===== config.mk =====
export PLATFORM = sky130hd
export DESIGN_NAME = cos_top
export DESIGN_NICKNAME = d
export VERILOG_FILES = /design/src/core/cos_pkg.sv /design/src/core/cos_top.sv
export VERILOG_INCLUDE_DIRS = /design/src /design/src/core
export SDC_FILE = /design/constraint.sdc
export NUM_CORES = 1
export LEC_CHECK = 0
export BUFFER_PORTS_ARGS = -buffer_cell sky130_fd_sc_hd__buf_2
export CORE_ASPECT_RATIO = 1.1
export CORE_MARGIN = 4
export CORE_UTILIZATION = 50
export CTS_BUF_LIST = sky130_fd_sc_hd__clkbuf_8
export DETAILED_ROUTE_END_ITERATION = 16
export HOLD_SLACK_MARGIN = 0.05
export MAX_ROUTING_LAYER = met4
export PLACE_DENSITY = 0.73
export SLEW_MARGIN = 10
export SYNTH_ARGS = -nofsm -noshare
export SYNTH_HDL_FRONTEND = slang
export SYNTH_SLANG_ARGS = --single-unit

===== constraint.sdc =====
create_clock -name i_clk -period 11.4 [get_ports i_clk]
set_input_delay 2.85 -clock i_clk [delete_from_list [all_inputs] [get_ports i_clk]]
set_output_delay 2.85 -clock i_clk [all_outputs]
set_load 0.02 [all_outputs]

===== src/core/cos_map.svh =====
// Offsets, field positions, reset values and timing counts for the
// CAN status and supervision block.
// Assumes a 100 MHz system clock and a 32-bit Avalon-MM register port.
`ifndef COS_MAP_SVH
`define COS_MAP_SVH

// Clock and lamp timing.
`define COS_CLK_MHZ        100
`define COS_FLASH_ON_MS    200
`define COS_FLASH_OFF_MS   1000
`define COS_MS_CYC         (`COS_CLK_MHZ * 1000)
`define COS_FLASH_ON_CYC   (`COS_FLASH_ON_MS * `COS_MS_CYC)
`define COS_FLASH_OFF_CYC  (`COS_FLASH_OFF_MS * `COS_MS_CYC)

// Register word offsets (byte address = 4 * index).
`define COS_REG_CTRL       4'h0
`define COS_REG_STATUS     4'h1
`define COS_REG_ERRCODE    4'h2
`define COS_REG_PDOCNT     4'h3
`define COS_REG_NODE       4'h4

// Control field positions.
`define COS_CTRL_REACT_LSB 0
`define COS_CTRL_BOOT_BIT  4
`define COS_CTRL_FCLR_BIT  5
`define COS_CTRL_REACT_RST 3'h0

// Bootup frame.
`define COS_BOOT_BASE_ID   11'h700
`define COS_BOOT_DATA      8'h00
`define COS_NODE_RST       7'h01

// Error codes held in the error-code register.
`define COS_ERR_NONE       3'h0
`define COS_ERR_BUSOFF     3'h1
`define COS_ERR_GUARD      3'h2
`define COS_ERR_OVERRUN    3'h3
`define COS_ERR_HBEAT      3'h4
`define COS_ERR_NMT        3'h5

`endif


===== src/core/cos_pkg.sv =====
// Types for the CAN status and supervision block.
// Assumes the constants of cos_map.svh.
package cos_pkg;

  // Network management states of the node.
  typedef enum logic [1:0] {
    COS_NMT_BOOT,
    COS_NMT_STOPPED,
    COS_NMT_PREOP,
    COS_NMT_OPER
  } cos_nmt_e;

  // Lamp patterns.
  typedef enum logic [2:0] {
    COS_PAT_OFF,
    COS_PAT_SINGLE,
    COS_PAT_DOUBLE,
    COS_PAT_BLINK,
    COS_PAT_ON
  } cos_pat_e;

  // Reaction to loss of communication.
  typedef enum logic [2:0] {
    COS_RX_FREEWHEEL,
    COS_RX_RAMP,
    COS_RX_FAST,
    COS_RX_DCINJ,
    COS_RX_IGNORE,
    COS_RX_STOP,
    COS_RX_MAINTAIN,
    COS_RX_FALLBACK
  } cos_react_e;

  // Bootup sender states.
  typedef enum logic [1:0] {
    COS_BT_IDLE,
    COS_BT_REQ,
    COS_BT_DONE
  } cos_boot_e;

endpackage


===== src/core/cos_top.sv =====
// CAN status lamps, bootup request and communication-loss supervision.
// Assumes a synchronous CAN controller beside it reporting its state,
// events and frame strobes, and an Avalon-MM master for the registers.
//
// Overview of operation
// [RL1] Run lamp stays dark while the CAN controller is off.
// [RL2] Run lamp has distinct patterns for stopped, pre-op and operational.
// [RL3] Error lamp stays dark while no error is reported.
// [RL4] Error lamp lights steadily while the controller is bus-off.
// [RL5] Controller error condition gets its own error lamp pattern.
// [RL6] Guard or heartbeat events get a different error lamp pattern.
// [RL7] Single flash: 200 ms on, 1 s off, repeating.
// [RL8] Double flash: on 200, off 200, on 200, off 1 s.
// [RL9] Blink at 2.5 Hz: 200 ms on, 200 ms off.
// [RL10] Node identifier lies in 1 to 127 and is unique.
// [RL11] All nodes use the same bit rate.
// [RL12] After bus init, send bootup frame 700h plus node id, data 00h.
// [RL13] Arm loss watchdog only after master wrote a command or target.
// [RL14] Default reaction to loss: resettable fault and freewheel stop.
// [RL15] Loss reaction selectable among faulting and non-faulting choices.
// [RL16] Raising the loss fault sends an emergency message.
// [RL17] Loss fault cause is kept in a readable error-code register.
// [RL18] Indicator views always match the physical lamps.
// [RL19] Run: single stopped, blink preop, on oper; error: single, double.
// [RL20] Error code 0..5 holds the last link fault until it clears.
// [RL21] PDO receive and transmit counters wrap to zero after 65535.
//
// Register access over Avalon-MM and the placing of the registers were chosen for this implementation.
`timescale 1ns/1ps
`include "cos_map.svh"

module cos_top #(
  parameter int unsigned FLASH_ON_CYC  = `COS_FLASH_ON_CYC,
  parameter int unsigned FLASH_OFF_CYC = `COS_FLASH_OFF_CYC
) (
  // Clock and reset.
  input  wire logic        i_clk,
  input  wire logic        i_rst_n,
  // Avalon-MM register port.
  input  wire logic [3:0]  i_avs_address,
  input  wire logic        i_avs_read,
  input  wire logic        i_avs_write,
  input  wire logic [31:0] i_avs_writedata,
  output logic      [31:0] o_avs_readdata,
  output logic             o_avs_waitrequest,
  // CAN controller state and events.
  input  wire logic        i_can_off,
  input  wire logic        i_bus_off,
  input  wire logic        i_bus_init_done,
  input  wire logic [1:0]  i_nmt_state,
  input  wire logic        i_ctrl_err,
  input  wire logic        i_guard_evt,
  input  wire logic        i_hbeat_evt,
  input  wire logic        i_overrun_evt,
  input  wire logic        i_nmt_fault_evt,
  input  wire logic        i_link_ok,
  input  wire logic        i_cmd_written,
  input  wire logic        i_comm_loss,
  input  wire logic        i_rx_pdo,
  input  wire logic        i_tx_pdo,
  input  wire logic        i_tx_ack,
  // Lamps and their indicator views.
  output logic             o_run_lamp,
  output logic             o_err_lamp,
  output logic             o_run_state_indicator_view,
  output logic             o_error_indicator_view,
  // Bootup and emergency requests to the CAN controller.
  output logic             o_boot_req,
  output logic      [10:0] o_boot_id,
  output logic      [7:0]  o_boot_data,
  output logic             o_emcy_req,
  // Drive reaction.
  output logic             o_drive_fault,
  output logic      [2:0]  o_stop_mode
);

  ////////////////////////////////////////////////////////////////////////
  // Reset synchroniser.
  logic rst_s1_r;
  logic rst_n_r;

  // Release the reset through two flip-flops.
  always_ff @(posedge i_clk or negedge i_rst_n) begin
    if (!i_rst_n) begin
      rst_s1_r <= 1'b0;
      rst_n_r  <= 1'b0;
    end else begin
      rst_s1_r <= 1'b1;
      rst_n_r  <= rst_s1_r;
    end
  end

  ////////////////////////////////////////////////////////////////////////
  // Pattern timebase: one 200 ms tick and two slot phases.
  logic [31:0] tick_cnt_r;
  logic        tick;
  logic [3:0]  phase_r;
  logic [2:0]  sph_r;

  assign tick = (tick_cnt_r == FLASH_ON_CYC - 1);

  // Count 200 ms periods.
  always_ff @(posedge i_clk or negedge rst_n_r) begin
    if (!rst_n_r) begin
      tick_cnt_r <= 32'h0;
    end else if (tick) begin
      tick_cnt_r <= 32'h0;
    end else begin
      tick_cnt_r <= tick_cnt_r + 32'h1;
    end
  end

  // Slot phases: eight slots for most patterns, six for the single flash.
  always_ff @(posedge i_clk or negedge rst_n_r) begin
    if (!rst_n_r) begin
      phase_r <= 4'h0;
      sph_r   <= 3'h0;
    end else if (tick) begin
      phase_r <= (phase_r == 4'h7) ? 4'h0 : phase_r + 4'h1;
      sph_r   <= (sph_r == 3'h5) ? 3'h0 : sph_r + 3'h1; // RL7
    end
  end

  // Lamp level for a pattern at the current slot phases.
  function automatic logic pat_level(input cos_pkg::cos_pat_e p,
                                     input logic [3:0] ph,
                                     input logic [2:0] sph);
    case (p)
      cos_pkg::COS_PAT_OFF:    return 1'b0;
      // Slot 0 on, then five slots (1 s) off; period is six slots.
      cos_pkg::COS_PAT_SINGLE: return (sph == 3'h0); // RL7
      // Slots 0 and 2 on, slots 3..7 (1 s) off.
      cos_pkg::COS_PAT_DOUBLE: return (ph == 4'h0) || (ph == 4'h2); // RL8
      cos_pkg::COS_PAT_BLINK:  return ~ph[0]; // RL9
      cos_pkg::COS_PAT_ON:     return 1'b1;
      default:                 return 1'b0;
    endcase
  endfunction

  ////////////////////////////////////////////////////////////////////////
  // Pattern selection.
  cos_pkg::cos_pat_e run_pat;
  cos_pkg::cos_pat_e err_pat;

  // Run lamp pattern from controller and NMT state.
  always_comb begin
    run_pat = cos_pkg::COS_PAT_OFF;
    if (i_can_off) begin
      run_pat = cos_pkg::COS_PAT_OFF; // RL1
    end else begin
      case (cos_pkg::cos_nmt_e'(i_nmt_state))
        cos_pkg::COS_NMT_STOPPED: run_pat = cos_pkg::COS_PAT_SINGLE; // RL19
        cos_pkg::COS_NMT_PREOP:   run_pat = cos_pkg::COS_PAT_BLINK; // RL2
        cos_pkg::COS_NMT_OPER:    run_pat = cos_pkg::COS_PAT_ON; // RL2
        default:                  run_pat = cos_pkg::COS_PAT_OFF;
      endcase
    end
  end

  // Error lamp pattern; bus-off wins, then guard, then controller error.
  logic guard_seen_r;

  always_comb begin
    err_pat = cos_pkg::COS_PAT_OFF; // RL3
    if (i_bus_off) begin
      err_pat = cos_pkg::COS_PAT_ON; // RL4
    end else if (guard_seen_r) begin
      err_pat = cos_pkg::COS_PAT_DOUBLE; // RL6
    end else if (i_ctrl_err) begin
      err_pat = cos_pkg::COS_PAT_SINGLE; // RL5
    end
  end

  // Guard or heartbeat indication holds until the link is healthy again.
  always_ff @(posedge i_clk or negedge rst_n_r) begin
    if (!rst_n_r) begin
      guard_seen_r <= 1'b0;
    end else if (i_guard_evt || i_hbeat_evt) begin
      guard_seen_r <= 1'b1; // RL6
    end else if (i_link_ok) begin
      guard_seen_r <= 1'b0;
    end
  end

  // Lamps and views share one level, so they can never disagree.
  always_ff @(posedge i_clk or negedge rst_n_r) begin
    if (!rst_n_r) begin
      o_run_lamp                 <= 1'b0;
      o_err_lamp                 <= 1'b0;
      o_run_state_indicator_view <= 1'b0;
      o_error_indicator_view     <= 1'b0;
    end else begin
      o_run_lamp <= pat_level(run_pat, phase_r, sph_r);
      o_err_lamp <= pat_level(err_pat, phase_r, sph_r);
      o_run_state_indicator_view <= pat_level(run_pat, phase_r, sph_r); // RL18
      o_error_indicator_view <= pat_level(err_pat, phase_r, sph_r); // RL18
    end
  end

  ////////////////////////////////////////////////////////////////////////
  // Registers.
  logic [2:0]  react_r;
  logic [6:0]  node_r;
  logic [2:0]  err_code_r;
  logic [15:0] rx_cnt_r;
  logic [15:0] tx_cnt_r;
  logic        wr_ctrl;
  logic        fault_clr;
  logic        armed_r;

  assign wr_ctrl   = i_avs_write && !o_avs_waitrequest &&
                     (i_avs_address == `COS_REG_CTRL);
  assign fault_clr = wr_ctrl && i_avs_writedata[`COS_CTRL_FCLR_BIT];

  // Writes land at the answering edge only; a node id of zero is refused.
  always_ff @(posedge i_clk or negedge rst_n_r) begin
    if (!rst_n_r) begin
      react_r <= `COS_CTRL_REACT_RST; // RL14
      node_r  <= `COS_NODE_RST;
    end else if (i_avs_write && !o_avs_waitrequest) begin
      if (i_avs_address == `COS_REG_CTRL) begin
        react_r <= i_avs_writedata[`COS_CTRL_REACT_LSB +: 3]; // RL15
      end
      if ((i_avs_address == `COS_REG_NODE) &&
          (i_avs_writedata[6:0] != 7'h00)) begin
        node_r <= i_avs_writedata[6:0]; // RL10
      end
    end
  end

  // Readback; answers one cycle after the request starts, zero when unmapped.
  always_ff @(posedge i_clk or negedge rst_n_r) begin
    if (!rst_n_r) begin
      o_avs_readdata <= 32'h0;
    end else if (i_avs_read) begin
      case (i_avs_address)
        `COS_REG_CTRL:    o_avs_readdata <= {29'h0, react_r};
        `COS_REG_STATUS:  o_avs_readdata <= {24'h0, o_boot_req,
                                             o_emcy_req, armed_r,
                                             o_drive_fault, guard_seen_r,
                                             i_bus_off, o_err_lamp,
                                             o_run_lamp};
        `COS_REG_ERRCODE: o_avs_readdata <= {29'h0, err_code_r}; // RL17
        `COS_REG_PDOCNT:  o_avs_readdata <= {tx_cnt_r, rx_cnt_r};
        `COS_REG_NODE:    o_avs_readdata <= {25'h0, node_r};
        default:          o_avs_readdata <= 32'h0;
      endcase
    end
  end

  // Wait one cycle so read data is registered: waitrequest low next cycle.
  always_ff @(posedge i_clk or negedge rst_n_r) begin
    if (!rst_n_r) begin
      o_avs_waitrequest <= 1'b1;
    end else begin
      o_avs_waitrequest <= !((i_avs_read || i_avs_write) &&
                             o_avs_waitrequest);
    end
  end

  // PDO counters wrap naturally at 16 bits.
  always_ff @(posedge i_clk or negedge rst_n_r) begin
    if (!rst_n_r) begin
      rx_cnt_r <= 16'h0;
      tx_cnt_r <= 16'h0;
    end else begin
      if (i_rx_pdo) rx_cnt_r <= rx_cnt_r + 16'h1; // RL21
      if (i_tx_pdo) tx_cnt_r <= tx_cnt_r + 16'h1; // RL21
    end
  end

  // Error code: latest fault, held until the link is healthy again.
  always_ff @(posedge i_clk or negedge rst_n_r) begin
    if (!rst_n_r) begin
      err_code_r <= `COS_ERR_NONE;
    end else if (i_bus_off) begin
      err_code_r <= `COS_ERR_BUSOFF; // RL20
    end else if (i_guard_evt) begin
      err_code_r <= `COS_ERR_GUARD;
    end else if (i_overrun_evt) begin
      err_code_r <= `COS_ERR_OVERRUN;
    end else if (i_hbeat_evt) begin
      err_code_r <= `COS_ERR_HBEAT;
    end else if (i_nmt_fault_evt) begin
      err_code_r <= `COS_ERR_NMT;
    end else if (i_link_ok) begin
      err_code_r <= `COS_ERR_NONE; // RL20
    end
  end

  ////////////////////////////////////////////////////////////////////////
  // Bootup sender.
  cos_pkg::cos_boot_e boot_st_r;

  // Request the bootup frame once after bus initialization.
  always_ff @(posedge i_clk or negedge rst_n_r) begin
    if (!rst_n_r) begin
      boot_st_r   <= cos_pkg::COS_BT_IDLE;
      o_boot_req  <= 1'b0;
      o_boot_id   <= 11'h0;
      o_boot_data <= 8'h0;
    end else begin
      case (boot_st_r)
        cos_pkg::COS_BT_IDLE: begin
          if (i_bus_init_done) begin
            boot_st_r   <= cos_pkg::COS_BT_REQ;
            o_boot_req  <= 1'b1;
            o_boot_id   <= `COS_BOOT_BASE_ID + {4'h0, node_r}; // RL12
            o_boot_data <= `COS_BOOT_DATA; // RL12
          end
        end
        cos_pkg::COS_BT_REQ: begin
          if (i_tx_ack) begin
            boot_st_r  <= cos_pkg::COS_BT_DONE;
            o_boot_req <= 1'b0;
          end
        end
        cos_pkg::COS_BT_DONE: begin
          if (!i_bus_init_done) boot_st_r <= cos_pkg::COS_BT_IDLE;
        end
        default: boot_st_r <= cos_pkg::COS_BT_IDLE;
      endcase
    end
  end

  ////////////////////////////////////////////////////////////////////////
  // Communication-loss supervision.
  logic faulting;

  assign faulting = (react_r <= 3'(cos_pkg::COS_RX_DCINJ));

  // Arm once the master wrote a command or target since power-up.
  always_ff @(posedge i_clk or negedge rst_n_r) begin
    if (!rst_n_r) begin
      armed_r <= 1'b0;
    end else if (i_cmd_written) begin
      armed_r <= 1'b1; // RL13
    end
  end

  // Fault latch: a new loss beats a clear in the same cycle.
  always_ff @(posedge i_clk or negedge rst_n_r) begin
    if (!rst_n_r) begin
      o_drive_fault <= 1'b0;
      o_emcy_req    <= 1'b0;
      o_stop_mode   <= 3'h0;
    end else begin
      o_emcy_req <= 1'b0;
      if (armed_r && i_comm_loss &&
          react_r != 3'(cos_pkg::COS_RX_IGNORE)) begin
        o_stop_mode <= react_r; // RL15
        if (faulting && !o_drive_fault) begin
          o_drive_fault <= 1'b1; // RL14
          o_emcy_req    <= 1'b1; // RL16
        end
      end else if (fault_clr) begin
        o_drive_fault <= 1'b0;
      end
    end
  end

  ////////////////////////////////////////////////////////////////////////
  // Checks.
  a_busoff_lamp: assert property (@(posedge i_clk) // RL4
    disable iff (!rst_n_r) i_bus_off |=> o_err_lamp)
    else $error("error lamp dark during bus-off");
  a_can_off_dark: assert property (@(posedge i_clk) // RL1
    disable iff (!rst_n_r) i_can_off |=> !o_run_lamp)
    else $error("run lamp lit while controller off");
  a_views_match: assert property (@(posedge i_clk) // RL18
    disable iff (!rst_n_r) o_run_lamp == o_run_state_indicator_view &&
    o_err_lamp == o_error_indicator_view)
    else $error("indicator view differs from lamp");
  a_no_err_dark: assert property (@(posedge i_clk) // RL3
    disable iff (!rst_n_r) (!i_bus_off && !guard_seen_r && !i_ctrl_err) |=>
    !o_err_lamp)
    else $error("error lamp lit with no error");
  a_emcy_on_fault: assert property (@(posedge i_clk) // RL16
    disable iff (!rst_n_r) $rose(o_drive_fault) |-> o_emcy_req)
    else $error("fault raised without emergency");
  a_arm_before: assert property (@(posedge i_clk) // RL13
    disable iff (!rst_n_r) $rose(o_drive_fault) |-> $past(armed_r))
    else $error("fault raised while unarmed");
  a_boot_frame: assert property (@(posedge i_clk) // RL12
    disable iff (!rst_n_r) o_boot_req |->
    o_boot_id == `COS_BOOT_BASE_ID + {4'h0, node_r} && o_boot_data == 8'h00)
    else $error("bootup frame wrong");
  a_rx_wrap: assert property (@(posedge i_clk) // RL21
    disable iff (!rst_n_r) (i_rx_pdo && &rx_cnt_r) |=> rx_cnt_r == 16'h0)
    else $error("receive counter did not wrap");
  a_oper_on: assert property (@(posedge i_clk) // RL2
    disable iff (!rst_n_r)
    (!i_can_off && i_nmt_state == 2'(cos_pkg::COS_NMT_OPER)) |=> o_run_lamp)
    else $error("run lamp not steady in operational");

  c_boot: cover property (@(posedge i_clk) disable iff (!rst_n_r)
    o_boot_req && i_tx_ack);
  c_fault: cover property (@(posedge i_clk) disable iff (!rst_n_r)
    $rose(o_drive_fault));
  c_guard: cover property (@(posedge i_clk) disable iff (!rst_n_r)
    $rose(guard_seen_r));

endmodule


==> results by stage <==
Outcome:
- The run finished with clean final reports.

Setup path:
- The worst setup path is launched from a primary input.
- In this run the worst setup path terminates at node_r[6].
- Along the worst path, the maximum fanout reaches 9.
- The kind of critical path is in -> reg.
- The worst reg-to-reg path cell count is 6.
- The most critical setup path has its startpoint at i_avs_address[1].
- The worst-case register-to-register setup slack is 8.81 ns.
- STA classifies the critical path endpoint as a register.
- The data arrival at the endpoint of the critical path is about 4.7 ns.
- The worst register-to-register path begins at tick_cnt_r[0].
- For the worst setup path, the data required time is around 12 ns.
- The endpoint identified for the worst register-to-register timing path is phase_r[3].

Logic synthesis:
- The number of enable-type register cells in the synthesized netlist is 0.
- Of all flip-flops after synthesis, the portion carrying an async set or reset was 100%.
- The cell count after synthesis is 594.
- The total of warnings raised by yosys is 0.
- After synthesis, the mean cell area works out to 10.6 sq um.
- The portion of the post-synthesis area used by sequential elements is 55.3%.
- The flip-flop cell with the highest count after synthesis is dfrtp_1.
- The synthesized design contains 139 register bits.
- The number of different library cells used by synthesis comes to 55.
- The synthesized cell area is 6300 sq um.

Place:
- The minimum setup slack after placement is 6.60 ns.
- The detailed-placement wirelength estimate is 9100 um.
- The quantity of I/O buffers inserted on ports is 83.
- Summing all placed instances gives a cell area of 6800 sq um.
- The congestion estimate from routability-driven global placement came to 0.832.
- The number of placed cells counting well taps is 815.

Timing:
- The worst clock skew is around 0.012 ns.
- Setup violations remaining at the end of the flow were counted as 0.
- At the pin with the least slew margin, the transition time is 0.887 ns.
- The worst hold slack after final layout is around 0.35 ns.
- The final worst slack is 7.01 ns.
- The headroom to the max-slew limit is 40.4%.
- The clock period minus worst slack is 4.39 ns.
- The number of hold violations in the final report is 0.
- The final number of max-transition violations is 0.
- Derived from the worst setup path, the maximum achievable clock frequency is 228 MHz.
- After routing, the total negative slack on setup checks comes to 0 ns.
- Setup repair after global routing left no endpoint under its margin.
- The worst path uses 38.5% of the clock period.

Global route:
- The final global-route overflow total is 0.
- The number of antenna violations at the first check in global routing is 1.
- The first global-routing pass estimated roughly 22000 um of wire.
- Entering global routing, the biggest net connects 74 pins.
- Global routing consumed, over all layers together, 19.4% of the routing resources.
- The via count of the first global-routing pass is 4670.

Die:
- The vertical die dimension is 126 um.
- The die extent in x is 115 um.
- In this run the core area contains 42 standard-cell rows.
- between 100 and 150 I/O pins were placed.
- The die covers 14500 sq um.
- For this configuration, the core starts out at a cell density of around 52%.
- The placeable core area is roughly 12000 sq um.

Route:
- The total detailed-routing wirelength is 12800 um.
- The via count is 4535.
- The initial DRC count is 306.
- The number of vias per cell is between 5 and 6.
- The remaining antenna violation count is 0.
- The first-pass iteration count of the detailed router is 5.
- The wire length per cell is ~15 um.
- For this run, design rule violations remaining after detail routing come to 0.

Cells and area:
- The total of fill cells in the finished design is slightly above 1000.
- The final layout contains 744 nets.
- The final instance area is 7230 sq um.
- The post-route netlist has 21.7% of its cells at a drive strength greater than 1.
- In the final layout, the multi-input gates occupy ~2500 sq um.
- Once layout is complete, the utilization of the core stands at 59.3%.
- In the layout the commonest cells are dfrtp_1 (136), buf_2 (83), nand2_1 (60), nor2_1 (48), inv_1 (47).
- Relative to the synthesized area, the layout overhead comes to 14.7%.
- Summing all flip-flop and latch instances after layout gives 3480 sq um.
- The final standard cell count with taps included and fillers excluded is 847.
- The library cell used most frequently in the layout, excluding fill and tap cells, is dfrtp_1.

Clocking:
- Clock-pin slew was measured on the worst setup and hold paths at 0.07 ns.
- Once the clock tree was built, the setup fixing pass inserted 0 buffers.
- For this design, the CTS-stage hold fixing added 0 buffers.
- The buffer cell driving the clock tree root is clkbuf_8.
- For the worst-skew pair, the clock arrives at the later sink with an insertion delay of 0.44 ns.
- Once the clock tree was built, the resizer swapped 0 gates to a different size.
- The number of sinks handled by clock tree synthesis is 139.
- The CTS tree is yes.
- The clock tree synthesis step divided the H-tree into 4 levels.
- The longest clock path from root to sink contains 2 buffers.
- In this run, CTS created clock tree buffers numbering 17.

Pwr:
- Total power for the finished layout comes to approximately 1.2 mW.
- For this design the static power due to leakage is roughly 3.4 nW.
- Power spread over the standard cell area amounts to roughly 170 nW/um^2.
- VDD sags by at most 0.108 mV.

Min path:
- The class of the tightest hold or removal check is reg -> reg.

Flow run:
- The reported max-cap violation count is 0.
-- cells in the mapped netlist (4+ instances only) --
master    number  area (sq um)
ha_1           8           100
xnor2_1       31           272
mux2_2        22           248
o21ai_0       41           205
and4_1         5          43.8
nand2b_1       6          37.5
xor2_1        22           193
nand2_1       60           225
a21oi_1       10          50.1
clkbuf_1      10          37.5
buf_4         13          97.6
dfrtp_1      137          3430
a32oi_1        4          35.0
o21bai_1       4          30.0
nand4_1       18           113
and3_1         8          50.1
o22ai_1        7          43.8
nor2_1        48           180
nor4_1         5          31.3
inv_1         46           173
nor2b_1        6          37.5
nor3_1         7          35.0
or3_1          4          25.0
nand3_1       21           105
-- power breakdown --
group	internal [mW]	switching, mW	total, mW
Combinational	0.0761	0.0895	0.166
Sequential	0.550	0.0602	0.611
Clock	0.241	0.184	0.425
Total	0.867	0.333	1.20
-- sequential cells by signal (all words and copies together), names as in the netlist, 3 cells and up --
name / flops
react_r: 3
tx_cnt_r: 16
phase_r: 4
tick_cnt_r: 32
o_avs_readdata: 32
o_stop_mode: 3
o_boot_id: 8
node_r: 7
rx_cnt_r: 16
sph_r: 3
err_code_r: 3
-- worst max-delay path, cell delays in order --
cell,delay [ns]
buf_2,0.17
nor2_1,0.40
nand3b_1,0.20
nor4b_2,0.66
mux2_2,0.42
-- cell families (layout without fill, tap and decap cells) --
family | count (synthesis) | count (layout) | synth area share, %
mux | 28 | 28 | 5.50
fa+ha+maj | 8 | 8 | 1.59
flops | 139 | 139 | 55.3
simple gates | 208 | 208 | 16.9
compound gates | 84 | 84 | 8.04
buf+inv | 72 | 162 | 5.22
other cells | 2 | 11 | 0.119
xor+xnor | 53 | 53 | 7.37
-- final cells by class --
| type | count | area share (%) |
|---|---|---|
| Sequential cell | 139 | 48.2 |
| Multi-Input combinational cell | 391 | 34.9 |
| Timing Repair Buffer | 85 | 5.96 |
| Clock buffer | 18 | 3.43 |
| Tap cell | 154 | 2.67 |
| Clock inverter | 13 | 2.44 |
| Inverter | 46 | 2.39 |
| Antenna cell | 1 | 0.0346 |
-- worst min-delay path by stage --
stage	cells past startpoint	end	start
2_1_floorplan	0	rst_n_r	rst_s1_r
3_3_place_gp	0	rst_n_r	rst_s1_r
3_5_place_dp	0	rst_n_r	rst_s1_r
4_1_cts	0	rst_n_r	rst_s1_r
5_1_grt	0	rst_n_r	rst_s1_r
6_report	0	rst_n_r	rst_s1_r
-- layer usage --
layer  vias up  part of all wire (%)  track usage (%)
met1      2222                    43             23.9
met4         0                   1.8             7.60
li1       2185                     -                -
met3        25                   4.4             4.89
met2       103                    51             30.6
met5         -                     0                -
Power figures use the tool's default switching activity.
